[config.mk]
export PLATFORM = sky130hd
export DESIGN_NAME = usr_top
export DESIGN_NICKNAME = d
export VERILOG_FILES = /design/src/hdl/usr_pkg.sv /design/src/hdl/usr_top.sv
export SDC_FILE = /design/constraint.sdc
export NUM_CORES = 1
export LEC_CHECK = 0
export BUFFER_PORTS_ARGS = -buffer_cell sky130_fd_sc_hd__buf_4
export CORE_MARGIN = 1.5
export CORE_UTILIZATION = 40
export DETAILED_ROUTE_END_ITERATION = 12
export GPL_TIMING_DRIVEN = 1
export HOLD_SLACK_MARGIN = 0.12
export PLACE_DENSITY = 0.72
export SLEW_MARGIN = 20
export SYNTH_ARGS = -nofsm -noshare
export SYNTH_HDL_FRONTEND = slang
export SYNTH_SLANG_ARGS = --single-unit
[constraint.sdc]
create_clock -name I_REF_CLK -period 6 [get_ports I_REF_CLK]
set_input_delay 1.2 -clock I_REF_CLK [delete_from_list [all_inputs] [get_ports I_REF_CLK]]
set_output_delay 1.2 -clock I_REF_CLK [all_outputs]
set_load 0.05 [all_outputs]
[src/hdl/usr_pkg.sv]
// register map, field positions, reset values and enums for the
// clocked serial port; shared by the design and the bench
package usr_pkg;

	// ====================================================================
	// register byte offsets on the bus
	localparam int ADDR_W = 6;
	localparam logic [5:0] OFF_INTERRUPT_CONTROL_CORE = 6'h00;
	localparam logic [5:0] OFF_PERIPHERAL_FLAGS_ONE = 6'h04;
	localparam logic [5:0] OFF_PERIPHERAL_ENABLES_ONE = 6'h08;
	localparam logic [5:0] OFF_PERIPHERAL_PRIORITY_ONE = 6'h0C;
	localparam logic [5:0] OFF_RECEIVE_STATUS_CONTROL = 6'h10;
	localparam logic [5:0] OFF_RECEIVE_DATA_BUFFER = 6'h14;
	localparam logic [5:0] OFF_TRANSMIT_STATUS_CONTROL = 6'h18;
	localparam logic [5:0] OFF_BAUD_DIVISOR = 6'h1C;
	localparam logic [5:0] OFF_TRANSMIT_DATA_BUFFER = 6'h20;

	// ====================================================================
	// field positions
	localparam int B_GIE = 7;
	localparam int B_PERIPHERAL_INT_ENABLE = 6;
	localparam int B_RECEIVE_INT_FLAG = 5;
	localparam int B_TRANSMIT_INT_FLAG = 4;
	localparam int B_SERIAL_PORT_ENABLE = 7;
	localparam int B_RX9 = 6;
	localparam int B_SINGLE_WORD_RECEIVE_ENABLE = 5;
	localparam int B_CONTINUOUS_RECEIVE_ENABLE = 4;
	localparam int B_ADDEN = 3;
	localparam int B_CLOCK_SOURCE_SELECT = 7;
	localparam int B_TX9 = 6;
	localparam int B_TRANSMIT_ENABLE_BIT = 5;
	localparam int B_SYNC = 4;
	localparam int B_BRGH = 2;
	localparam int B_TRANSMIT_NINTH_DATA = 0;

	// ====================================================================
	// reset values and bus answers
	localparam logic [7:0] RST_BYTE = 8'h00;
	localparam logic [7:0] RST_PERIPHERAL_PRIORITY_ONE = 8'hFF;
	localparam logic [31:0] RD_ZERO = 32'h0000_0000;
	localparam logic [1:0] RESP_OKAY = 2'h0;
	localparam logic [1:0] RESP_SLVERR = 2'h2;
	localparam logic [3:0] NBITS8 = 4'h8;
	localparam logic [3:0] NBITS9 = 4'h9;

	// ====================================================================
	// types
	typedef enum logic {USR_IDLE, USR_SHIFT} usr_state_e;

	typedef struct packed {
		logic ninth;
		logic [7:0] data;
	} usr_word_s;

endpackage

[src/hdl/usr_top.sv]
// clocked half-duplex serial port: master/slave reception, slave
// transmission, buffer handover, flags and wake-up; AXI4-Lite registers.
// assumes pins arrive asynchronous to I_REF_CLK; I_SLEEP is core logic.
//
// Added by the designer: the register offsets and the AXI4-Lite slave port.
`timescale 1ns/1ps
module usr_top (
	input wire logic I_REF_CLK, // core clock, 200 MHz
	input wire logic I_SYS_RST, // synchronous reset, high
	input wire logic [5:0] I_AWADDR, // write address
	input wire logic I_AWVALID, // write address valid
	output logic O_AWREADY, // write address ready
	input wire logic [31:0] I_WDATA, // write data
	input wire logic [3:0] I_WSTRB, // write byte strobes
	input wire logic I_WVALID, // write data valid
	output logic O_WREADY, // write data ready
	output logic [1:0] O_BRESP, // write response
	output logic O_BVALID, // write response valid
	input wire logic I_BREADY, // write response ready
	input wire logic [5:0] I_ARADDR, // read address
	input wire logic I_ARVALID, // read address valid
	output logic O_ARREADY, // read address ready
	output logic [31:0] O_RDATA, // read data
	output logic [1:0] O_RRESP, // read response
	output logic O_RVALID, // read data valid
	input wire logic I_RREADY, // read data ready
	input wire logic I_CLOCK_PIN, // clock pin level in
	output logic O_CLOCK_PIN, // clock pin level out
	output logic O_CLOCK_PIN_OE, // clock pin driven
	input wire logic I_DATA_PIN, // data pin level in
	output logic O_DATA_PIN, // data pin level out
	output logic O_DATA_PIN_OE, // data pin driven
	input wire logic I_SLEEP, // core in power-managed mode
	output logic O_INT, // interrupt to core
	output logic O_WAKE // wake request from sleep
);

	// ====================================================================
	// state
	logic awrdy, wrdy, bvalid, arrdy, rvalid;
	logic [1:0] bresp, rresp;
	logic [31:0] rdata;
	logic [5:0] aw_addr;
	logic [7:0] w_byte;
	logic w_lane0;
	logic [7:0] interrupt_control_core, peripheral_enables_one, peripheral_priority_one, baud_divisor, transmit_data_buffer;
	logic serial_port_enable, rx9, single_word_receive_enable, continuous_receive_enable, adden;
	logic clock_source_select, tx9, transmit_enable_bit, sync, brgh, transmit_ninth_data;
	logic receive_int_flag, transmit_int_flag, overrun_error_flag, tx_full;
	usr_pkg::usr_word_s rx_buf;
	usr_pkg::usr_state_e state;
	logic is_tx;
	logic [3:0] cnt;
	logic [8:0] sh;
	logic [7:0] div_cnt;
	logic ck_lvl, ck_oe, dt_o, dt_oe;
	logic [2:0] ck_s, dt_s;
	logic ck_f, ck_prev, dt_f;
	logic int_q, wake_q;

	// ====================================================================
	// combinational terms
	logic wr_go, wr_en, wr_map, rd_hs, rd_receive_data_buffer;
	logic wr_receive_status_control, wr_transmit_data_buffer, continuous_receive_enable_clr;
	logic port_on, master, rx_en, tx_load, abort;
	logic tick, m_fall, s_fall, fall_ev, word_end, rx_done;
	logic [3:0] nbits;
	logic [31:0] rd_mux;
	logic rd_map;
	usr_pkg::usr_word_s rx_word;
	logic pend;

	// bus write fires once both halves are held and no answer pends
	assign wr_go = !awrdy && !wrdy && !bvalid;
	assign wr_en = wr_go && w_lane0;
	assign wr_receive_status_control = wr_en && (aw_addr == usr_pkg::OFF_RECEIVE_STATUS_CONTROL);
	assign wr_transmit_data_buffer = wr_en && (aw_addr == usr_pkg::OFF_TRANSMIT_DATA_BUFFER);
	assign continuous_receive_enable_clr = wr_receive_status_control && continuous_receive_enable && !w_byte[usr_pkg::B_CONTINUOUS_RECEIVE_ENABLE];
	assign rd_hs = I_ARVALID && arrdy;
	assign rd_receive_data_buffer = rd_hs && (I_ARADDR == usr_pkg::OFF_RECEIVE_DATA_BUFFER);

	// mode decode; slave looks only at the continuous enable
	assign port_on = serial_port_enable && sync;
	assign master = clock_source_select;
	assign rx_en = master ? (single_word_receive_enable || continuous_receive_enable) : continuous_receive_enable;
	assign tx_load = (state == usr_pkg::USR_IDLE) && port_on && !rx_en
		&& transmit_enable_bit && tx_full && !wr_transmit_data_buffer;
	assign abort = !port_on || (!is_tx && !rx_en);
	assign nbits = (is_tx ? tx9 : rx9) ? usr_pkg::NBITS9 : usr_pkg::NBITS8;

	// shift clock events; master clock halts while the core sleeps
	assign tick = (state == usr_pkg::USR_SHIFT) && master && !I_SLEEP
		&& (div_cnt == baud_divisor);
	assign m_fall = tick && ck_lvl;
	assign s_fall = ck_prev && !ck_f;
	assign fall_ev = master ? m_fall : s_fall;
	assign word_end = (state == usr_pkg::USR_SHIFT) && !abort && fall_ev
		&& (cnt == nbits - 4'h1);
	assign rx_done = word_end && !is_tx;

	// assemble the finished word including the bit sampled now
	always_comb begin
		if (rx9) begin
			rx_word.ninth = dt_f;
			rx_word.data = sh[8:1];
		end else begin
			rx_word.ninth = 1'b0;
			rx_word.data = {dt_f, sh[8:2]};
		end
	end

	// ====================================================================
	// pin synchronisers: a change counts when stages two and three agree
	always_ff @(posedge I_REF_CLK) begin
		if (I_SYS_RST) begin
			ck_s <= 3'h0;
			dt_s <= 3'h0;
			ck_f <= 1'b0;
			dt_f <= 1'b0;
			ck_prev <= 1'b0;
		end else begin
			ck_s <= {ck_s[1:0], I_CLOCK_PIN};
			dt_s <= {dt_s[1:0], I_DATA_PIN};
			if (ck_s[1] == ck_s[2])
				ck_f <= ck_s[2];
			if (dt_s[1] == dt_s[2])
				dt_f <= dt_s[2];
			ck_prev <= ck_f;
		end
	end

	// ====================================================================
	// AXI4-Lite write channels: address and data taken in either order
	always_ff @(posedge I_REF_CLK) begin
		if (I_SYS_RST) begin
			awrdy <= 1'b1;
			wrdy <= 1'b1;
			bvalid <= 1'b0;
			bresp <= usr_pkg::RESP_OKAY;
			aw_addr <= 6'h00;
			w_byte <= usr_pkg::RST_BYTE;
			w_lane0 <= 1'b0;
		end else begin
			if (I_AWVALID && awrdy) begin
				awrdy <= 1'b0;
				aw_addr <= I_AWADDR;
			end else if (bvalid && I_BREADY)
				awrdy <= 1'b1;
			if (I_WVALID && wrdy) begin
				wrdy <= 1'b0;
				w_byte <= I_WDATA[7:0];
				w_lane0 <= I_WSTRB[0];
			end else if (bvalid && I_BREADY)
				wrdy <= 1'b1;
			if (wr_go) begin
				bvalid <= 1'b1;
				bresp <= wr_map ? usr_pkg::RESP_OKAY : usr_pkg::RESP_SLVERR;
			end else if (bvalid && I_BREADY)
				bvalid <= 1'b0;
		end
	end

	// unmapped offsets answer with a slave error
	always_comb begin
		unique case (aw_addr)
			usr_pkg::OFF_INTERRUPT_CONTROL_CORE, usr_pkg::OFF_PERIPHERAL_FLAGS_ONE, usr_pkg::OFF_PERIPHERAL_ENABLES_ONE,
			usr_pkg::OFF_PERIPHERAL_PRIORITY_ONE, usr_pkg::OFF_RECEIVE_STATUS_CONTROL, usr_pkg::OFF_RECEIVE_DATA_BUFFER,
			usr_pkg::OFF_TRANSMIT_STATUS_CONTROL, usr_pkg::OFF_BAUD_DIVISOR, usr_pkg::OFF_TRANSMIT_DATA_BUFFER:
				wr_map = 1'b1;
			default: wr_map = 1'b0;
		endcase
	end

	// ====================================================================
	// read decode; flags shown straight from their flops
	always_comb begin
		rd_map = 1'b1;
		rd_mux = usr_pkg::RD_ZERO;
		unique case (I_ARADDR)
			usr_pkg::OFF_INTERRUPT_CONTROL_CORE: rd_mux[7:0] = interrupt_control_core;
			usr_pkg::OFF_PERIPHERAL_FLAGS_ONE: begin
				rd_mux[usr_pkg::B_RECEIVE_INT_FLAG] = receive_int_flag;
				rd_mux[usr_pkg::B_TRANSMIT_INT_FLAG] = transmit_int_flag;
			end
			usr_pkg::OFF_PERIPHERAL_ENABLES_ONE: rd_mux[7:0] = peripheral_enables_one;
			usr_pkg::OFF_PERIPHERAL_PRIORITY_ONE: rd_mux[7:0] = peripheral_priority_one;
			usr_pkg::OFF_RECEIVE_STATUS_CONTROL: begin
				rd_mux[7:0] = {serial_port_enable, rx9, single_word_receive_enable, continuous_receive_enable, adden, 1'b0, overrun_error_flag,
					rx_buf.ninth};
			end
			usr_pkg::OFF_RECEIVE_DATA_BUFFER: rd_mux[7:0] = rx_buf.data;
			usr_pkg::OFF_TRANSMIT_STATUS_CONTROL: begin
				rd_mux[7:0] = {clock_source_select, tx9, transmit_enable_bit, sync, 1'b0, brgh,
					!(state == usr_pkg::USR_SHIFT && is_tx), transmit_ninth_data};
			end
			usr_pkg::OFF_BAUD_DIVISOR: rd_mux[7:0] = baud_divisor;
			usr_pkg::OFF_TRANSMIT_DATA_BUFFER: rd_mux = usr_pkg::RD_ZERO;
			default: rd_map = 1'b0;
		endcase
	end

	// read channel: one read at a time, data held until taken
	always_ff @(posedge I_REF_CLK) begin
		if (I_SYS_RST) begin
			arrdy <= 1'b1;
			rvalid <= 1'b0;
			rdata <= usr_pkg::RD_ZERO;
			rresp <= usr_pkg::RESP_OKAY;
		end else if (rd_hs) begin
			arrdy <= 1'b0;
			rvalid <= 1'b1;
			rdata <= rd_mux;
			rresp <= rd_map ? usr_pkg::RESP_OKAY : usr_pkg::RESP_SLVERR;
		end else if (rvalid && I_RREADY) begin
			rvalid <= 1'b0;
			arrdy <= 1'b1;
		end
	end

	// ====================================================================
	// software registers; hardware drops single-word enable after a master word when continuous is off
	always_ff @(posedge I_REF_CLK) begin
		if (I_SYS_RST) begin
			interrupt_control_core <= usr_pkg::RST_BYTE;
			peripheral_enables_one <= usr_pkg::RST_BYTE;
			peripheral_priority_one <= usr_pkg::RST_PERIPHERAL_PRIORITY_ONE;
			baud_divisor <= usr_pkg::RST_BYTE;
			{serial_port_enable, rx9, single_word_receive_enable, continuous_receive_enable, adden} <= 5'h00;
			{clock_source_select, tx9, transmit_enable_bit, sync, brgh, transmit_ninth_data} <= 6'h00;
		end else begin
			if (wr_en && aw_addr == usr_pkg::OFF_INTERRUPT_CONTROL_CORE)
				interrupt_control_core <= w_byte;
			if (wr_en && aw_addr == usr_pkg::OFF_PERIPHERAL_ENABLES_ONE)
				peripheral_enables_one <= w_byte;
			if (wr_en && aw_addr == usr_pkg::OFF_PERIPHERAL_PRIORITY_ONE)
				peripheral_priority_one <= w_byte;
			if (wr_en && aw_addr == usr_pkg::OFF_BAUD_DIVISOR)
				baud_divisor <= w_byte;
			if (wr_receive_status_control) begin
				serial_port_enable <= w_byte[usr_pkg::B_SERIAL_PORT_ENABLE];
				rx9 <= w_byte[usr_pkg::B_RX9];
				single_word_receive_enable <= w_byte[usr_pkg::B_SINGLE_WORD_RECEIVE_ENABLE];
				continuous_receive_enable <= w_byte[usr_pkg::B_CONTINUOUS_RECEIVE_ENABLE];
				adden <= w_byte[usr_pkg::B_ADDEN];
			end else if (rx_done && master && !continuous_receive_enable)
				single_word_receive_enable <= 1'b0;
			if (wr_en && aw_addr == usr_pkg::OFF_TRANSMIT_STATUS_CONTROL) begin
				clock_source_select <= w_byte[usr_pkg::B_CLOCK_SOURCE_SELECT];
				tx9 <= w_byte[usr_pkg::B_TX9];
				transmit_enable_bit <= w_byte[usr_pkg::B_TRANSMIT_ENABLE_BIT];
				sync <= w_byte[usr_pkg::B_SYNC];
				brgh <= w_byte[usr_pkg::B_BRGH];
				transmit_ninth_data <= w_byte[usr_pkg::B_TRANSMIT_NINTH_DATA];
			end
		end
	end

	// ====================================================================
	// transmit buffer and its flag; flag rises only at handover
	always_ff @(posedge I_REF_CLK) begin
		if (I_SYS_RST) begin
			transmit_data_buffer <= usr_pkg::RST_BYTE;
			tx_full <= 1'b0;
			transmit_int_flag <= 1'b0;
		end else if (wr_transmit_data_buffer) begin
			transmit_data_buffer <= w_byte;
			tx_full <= 1'b1;
			transmit_int_flag <= 1'b0;
		end else if (tx_load) begin
			tx_full <= 1'b0;
			transmit_int_flag <= 1'b1;
		end
	end

	// ====================================================================
	// receive buffer, flag and overrun; a read racing a new word loses
	always_ff @(posedge I_REF_CLK) begin
		if (I_SYS_RST) begin
			rx_buf <= '0;
			receive_int_flag <= 1'b0;
			overrun_error_flag <= 1'b0;
		end else begin
			if (rx_done && (!receive_int_flag || rd_receive_data_buffer)) begin
				rx_buf <= rx_word;
				receive_int_flag <= 1'b1;
			end else if (rd_receive_data_buffer)
				receive_int_flag <= 1'b0;
			if (rx_done && receive_int_flag && !rd_receive_data_buffer)
				overrun_error_flag <= 1'b1; // word dropped, buffer kept
			else if (continuous_receive_enable_clr)
				overrun_error_flag <= 1'b0;
		end
	end

	// ====================================================================
	// shift engine; first transmit bit driven at load, each later bit moves on a falling shift-clock edge
	always_ff @(posedge I_REF_CLK) begin
		if (I_SYS_RST) begin
			state <= usr_pkg::USR_IDLE;
			is_tx <= 1'b0;
			cnt <= 4'h0;
			sh <= 9'h000;
			dt_o <= 1'b0;
		end else begin
			unique case (state)
				usr_pkg::USR_IDLE: begin
					cnt <= 4'h0;
					if (port_on && rx_en) begin
						state <= usr_pkg::USR_SHIFT;
						is_tx <= 1'b0;
					end else if (tx_load) begin
						state <= usr_pkg::USR_SHIFT;
						is_tx <= 1'b1;
						sh <= {transmit_ninth_data, transmit_data_buffer};
						dt_o <= transmit_data_buffer[0];
					end
				end
				usr_pkg::USR_SHIFT: begin
					if (abort)
						state <= usr_pkg::USR_IDLE;
					else if (fall_ev) begin
						cnt <= cnt + 4'h1;
						if (is_tx) begin
							sh <= {1'b0, sh[8:1]};
							dt_o <= sh[1];
						end else
							sh <= {dt_f, sh[8:1]};
						if (word_end)
							state <= usr_pkg::USR_IDLE;
					end
				end
			endcase
		end
	end

	// ====================================================================
	// master clock divider; clock rests low between words
	always_ff @(posedge I_REF_CLK) begin
		if (I_SYS_RST) begin
			div_cnt <= 8'h00;
			ck_lvl <= 1'b0;
		end else if (state != usr_pkg::USR_SHIFT || !master) begin
			div_cnt <= 8'h00;
			ck_lvl <= 1'b0;
		end else if (tick) begin
			div_cnt <= 8'h00;
			ck_lvl <= !ck_lvl;
		end else if (!I_SLEEP)
			div_cnt <= div_cnt + 8'h01;
	end

	// pin drivers: clock only while shifting, data only while sending
	always_ff @(posedge I_REF_CLK) begin
		if (I_SYS_RST) begin
			ck_oe <= 1'b0;
			dt_oe <= 1'b0;
		end else begin
			ck_oe <= (state == usr_pkg::USR_SHIFT) && master;
			dt_oe <= (state == usr_pkg::USR_SHIFT) && is_tx;
		end
	end

	// ====================================================================
	// interrupt and wake; wake ignores the core enables
	assign pend = (receive_int_flag && peripheral_enables_one[usr_pkg::B_RECEIVE_INT_FLAG])
		|| (transmit_int_flag && peripheral_enables_one[usr_pkg::B_TRANSMIT_INT_FLAG]);

	always_ff @(posedge I_REF_CLK) begin
		if (I_SYS_RST) begin
			int_q <= 1'b0;
			wake_q <= 1'b0;
		end else begin
			int_q <= pend && interrupt_control_core[usr_pkg::B_GIE]
				&& interrupt_control_core[usr_pkg::B_PERIPHERAL_INT_ENABLE];
			wake_q <= pend && I_SLEEP;
		end
	end

	assign O_AWREADY = awrdy;
	assign O_WREADY = wrdy;
	assign O_BVALID = bvalid;
	assign O_BRESP = bresp;
	assign O_ARREADY = arrdy;
	assign O_RVALID = rvalid;
	assign O_RDATA = rdata;
	assign O_RRESP = rresp;
	assign O_CLOCK_PIN = ck_lvl;
	assign O_CLOCK_PIN_OE = ck_oe;
	assign O_DATA_PIN = dt_o;
	assign O_DATA_PIN_OE = dt_oe;
	assign O_INT = int_q;
	assign O_WAKE = wake_q;
endmodule

==> results.md <==
- Outcome: completed
- Final slew viol count: 0
- Minimum clock period: 3.11 ns
- Yosys reg bits: 131
- Comb pwr share: 6.2%
- WL/cell: 15.9 microns
- Clock share of power: 49.5%
- Via count: 4,692
- Post-synth EDFFs: 0
- Cell Pwr Density: 301 nW/um^2
- Gate Count Post-Synth: 637
- Switch Pwr: 464 uW
- Worst-Skew Late Latency: 0.42 ns
- Critical path arrival: 3.44 ns
- Clk pin slew, worst setup/hold paths: 0.05 ns
- DR vias/cell: 5.42
- Post-Syn Area per Cell: 9.10 sq um
- Tcrit/Tclk final: 51.8%
- Critical Path Start: I_ARADDR[5]
- Overall Global Routing Usage: 19.2%
- Worst vdd rail ir drop: 0.243 mV
- Post-CTS Resized: 0
- # nets final: 734
- Placer Congestion: 0.854
- Post-route setup TNS: 0 ns
- DRT Pass-1 Iters: 5
- DRC violations left: 0
- Finished Cell Area: 6760 sq um
- Layout Skew: 0.00684 ns
- Most used DFF post-synth: dfxtp_1
- CP Max Fanout: 18
- Post-DP Area: 6140 sq um
- Largest area contributor in the netlist: dfxtp_1
- Ranking of synthesized cells by area: dfxtp_1, mux2i_1, nand2_1
- Post-CTS Setup Bufs: 0
- Number of port buffers: 51
- Most common cell in the netlist: dfxtp_1
- Fmax achieved: 0.322 GHz
- Final Hold Vio Count: 0
- Switching share of total power: 22.8%
- Least-Margin Pin Slew: 0.950 ns
- Post-synthesis cell type count: 65
- Detailed Route WL: 13,800 microns
- Starting Density: 41.4%
- Critical path type: input port to register
- Setup Viol. Count Final: 0
- Iter 0 DRT Violations: 325
- Vias in the first global route: 4,430
- Flop pwr share: 44.2%
- Fraction of registers with async set or reset after synthesis: 0%
- Static leakage: 0.00254 uW
- Critical path endpoint category: register
- Area growth syn-to-layout: 16.6%
- First-pass GRT wire length: 22,100 microns
- Pint: 1570 uW
- Synthesis Warnings: 0
- CORE AREA: 14,000 sq um
- Initial antenna violation count: 0
- Share of the yosys chip area belonging to registers: 45.2%
- Hold Worst Slack: 0.445 ns
- Die W: 123 microns
- MaxCap Viol Count: 0
- RSZ-0062 raised after global routing: no
- TritonCTS Sinks: 131
- Ant. Diodes: 0
- TritonCTS clock tree: yes
- Synth top cells by count: dfxtp_1, nand2_1, nor2_1, a21oi_1, mux2i_1
- Clock Path Buffers: 2
- HP Start: dt_s[0]$_SDFF_PP0_
- Startpoint Class: input port
- Detail Route Antenna Nets: 0
- CTS Hold Bufs: 0
- H-tree levels: 4
- DP Wirelength: 9620 microns
- Yosys top cell area share: 45.2%
- Root buf cell: clkbuf_16
- TritonCTS Buffers: 17
- Die area: 15,200 sq um
- Origin of the critical flop-to-flop path: O_AWREADY$_SDFFE_PP1P_
- Rows: 43
- I/O pin total: 105
- Hold/Removal Path Class: register to register
- GR Overflow Total: 0
- Post-Syn Area: 5800 sq um
- Largest net degree at the start of global routing: 112
- Filler cells: 1,320
- Layout cell share with drive strength beyond 1: 14.7%
- Die Y: 123 microns
- Rel. slew slack: 36.5%
- Crit path required time: 6.33 ns
## logic make-up (layout without fill, tap and decap cells)
family          after synthesis  in the layout  synth area share, %
simple gates                229            229                 19.1
compound gates              133            133                 16.0
flops                       131            131                 45.2
buf+inv                      76            100                 7.25
mux                          48             48                 9.19
xor+xnor                     17             17                 2.70
fa+ha+maj                     2              2                0.432
other cells                   1             26               0.0647
## cell type report
cell class / count / area, sq um / area share [%]
tap: 180 / 225 / 3.33
inverter: 17 / 63.8 / 0.944
sequential: 131 / 2620 / 38.8
timing repair buffer: 52 / 410 / 6.07
multi-input combinational: 455 / 2850 / 42.2
clock inverter: 3 / 40.0 / 0.592
clock buffer: 28 / 547 / 8.09
## sequential cells by signal, indices dropped and copies added (netlist names), 3 cells and up
name	flops
dt_s	3
transmit_data_buffer	8
O_RDATA	8
div_cnt	8
baud_divisor	8
ck_s	3
sh	8
peripheral_enables_one	8
interrupt_control_core	8
aw_addr	6
rx_buf	9
cnt	4
w_byte	8
peripheral_priority_one	8
## layer usage
metal,up-vias,global-route usage [%],part of all wire (%)
li1,2285,-,-
met1,2209,24.5,45
met2,164,30.0,45
met3,34,5.67,7.3
met4,0,8.84,2.6
met5,-,0,0
## critical path, cell delays in order
cell	delay, ns
buf_4	0.12
or4b_1	0.68
o41ai_2	0.40
nand2_1	0.16
a211oi_4	0.56
nor2_1	0.09
a211oi_1	0.23
## through the flow
step | util [%] | setup slack, ns | std cells | power (uW)
floorplan | - | 3.04 | 662 | 1020
global placement | 43.9 | 2.51 | 834 | 1040
detailed placement | 43.9 | 2.51 | 834 | 1040
CTS | 48.1 | 2.93 | 865 | 2050
global route | 48.3 | 2.74 | 866 | 2100
finish | 48.3 | 2.89 | 866 | 2040
## power groups by stage
stage | clock network (uW) | registers [uW] | logic, uW
floorplan | 0 | 919 | 98.8
global placement | 0 | 917 | 122
detailed placement | 0 | 919 | 124
CTS | 1020 | 900 | 124
global route | 1060 | 902 | 137
finish | 1010 | 901 | 127
## cell usage in the layout, fill, tap and decap left out, types with 16 or more instances in the layout
| cell | Yosys | final |
|---|---|---|
| a21oi_1 | 47 | 47 |
| inv_1 | 17 | 17 |
| mux2i_1 | 42 | 42 |
| nand2_1 | 73 | 73 |
| nand3_1 | 16 | 16 |
| nor2_1 | 67 | 67 |
| dfxtp_1 | 131 | 131 |
| nor2b_1 | 18 | 18 |
| conb_1 | 1 | 26 |
| clkbuf_16 | 0 | 17 |
| buf_4 | 27 | 51 |
## final timing paths
kind                                  to  cells after the start  slack, ns
setup / recovery  rx_buf[6]$_SDFFE_PP0P_                      7       2.89
hold reg to reg       dt_s[1]$_SDFF_PP0_                      1       0.45
hold / removal        dt_s[1]$_SDFF_PP0_                      1       0.45
setup reg to reg      sh[8]$_SDFFE_PP0P_                      5       3.56
Note: power is estimated with default switching activity, not from simulation.
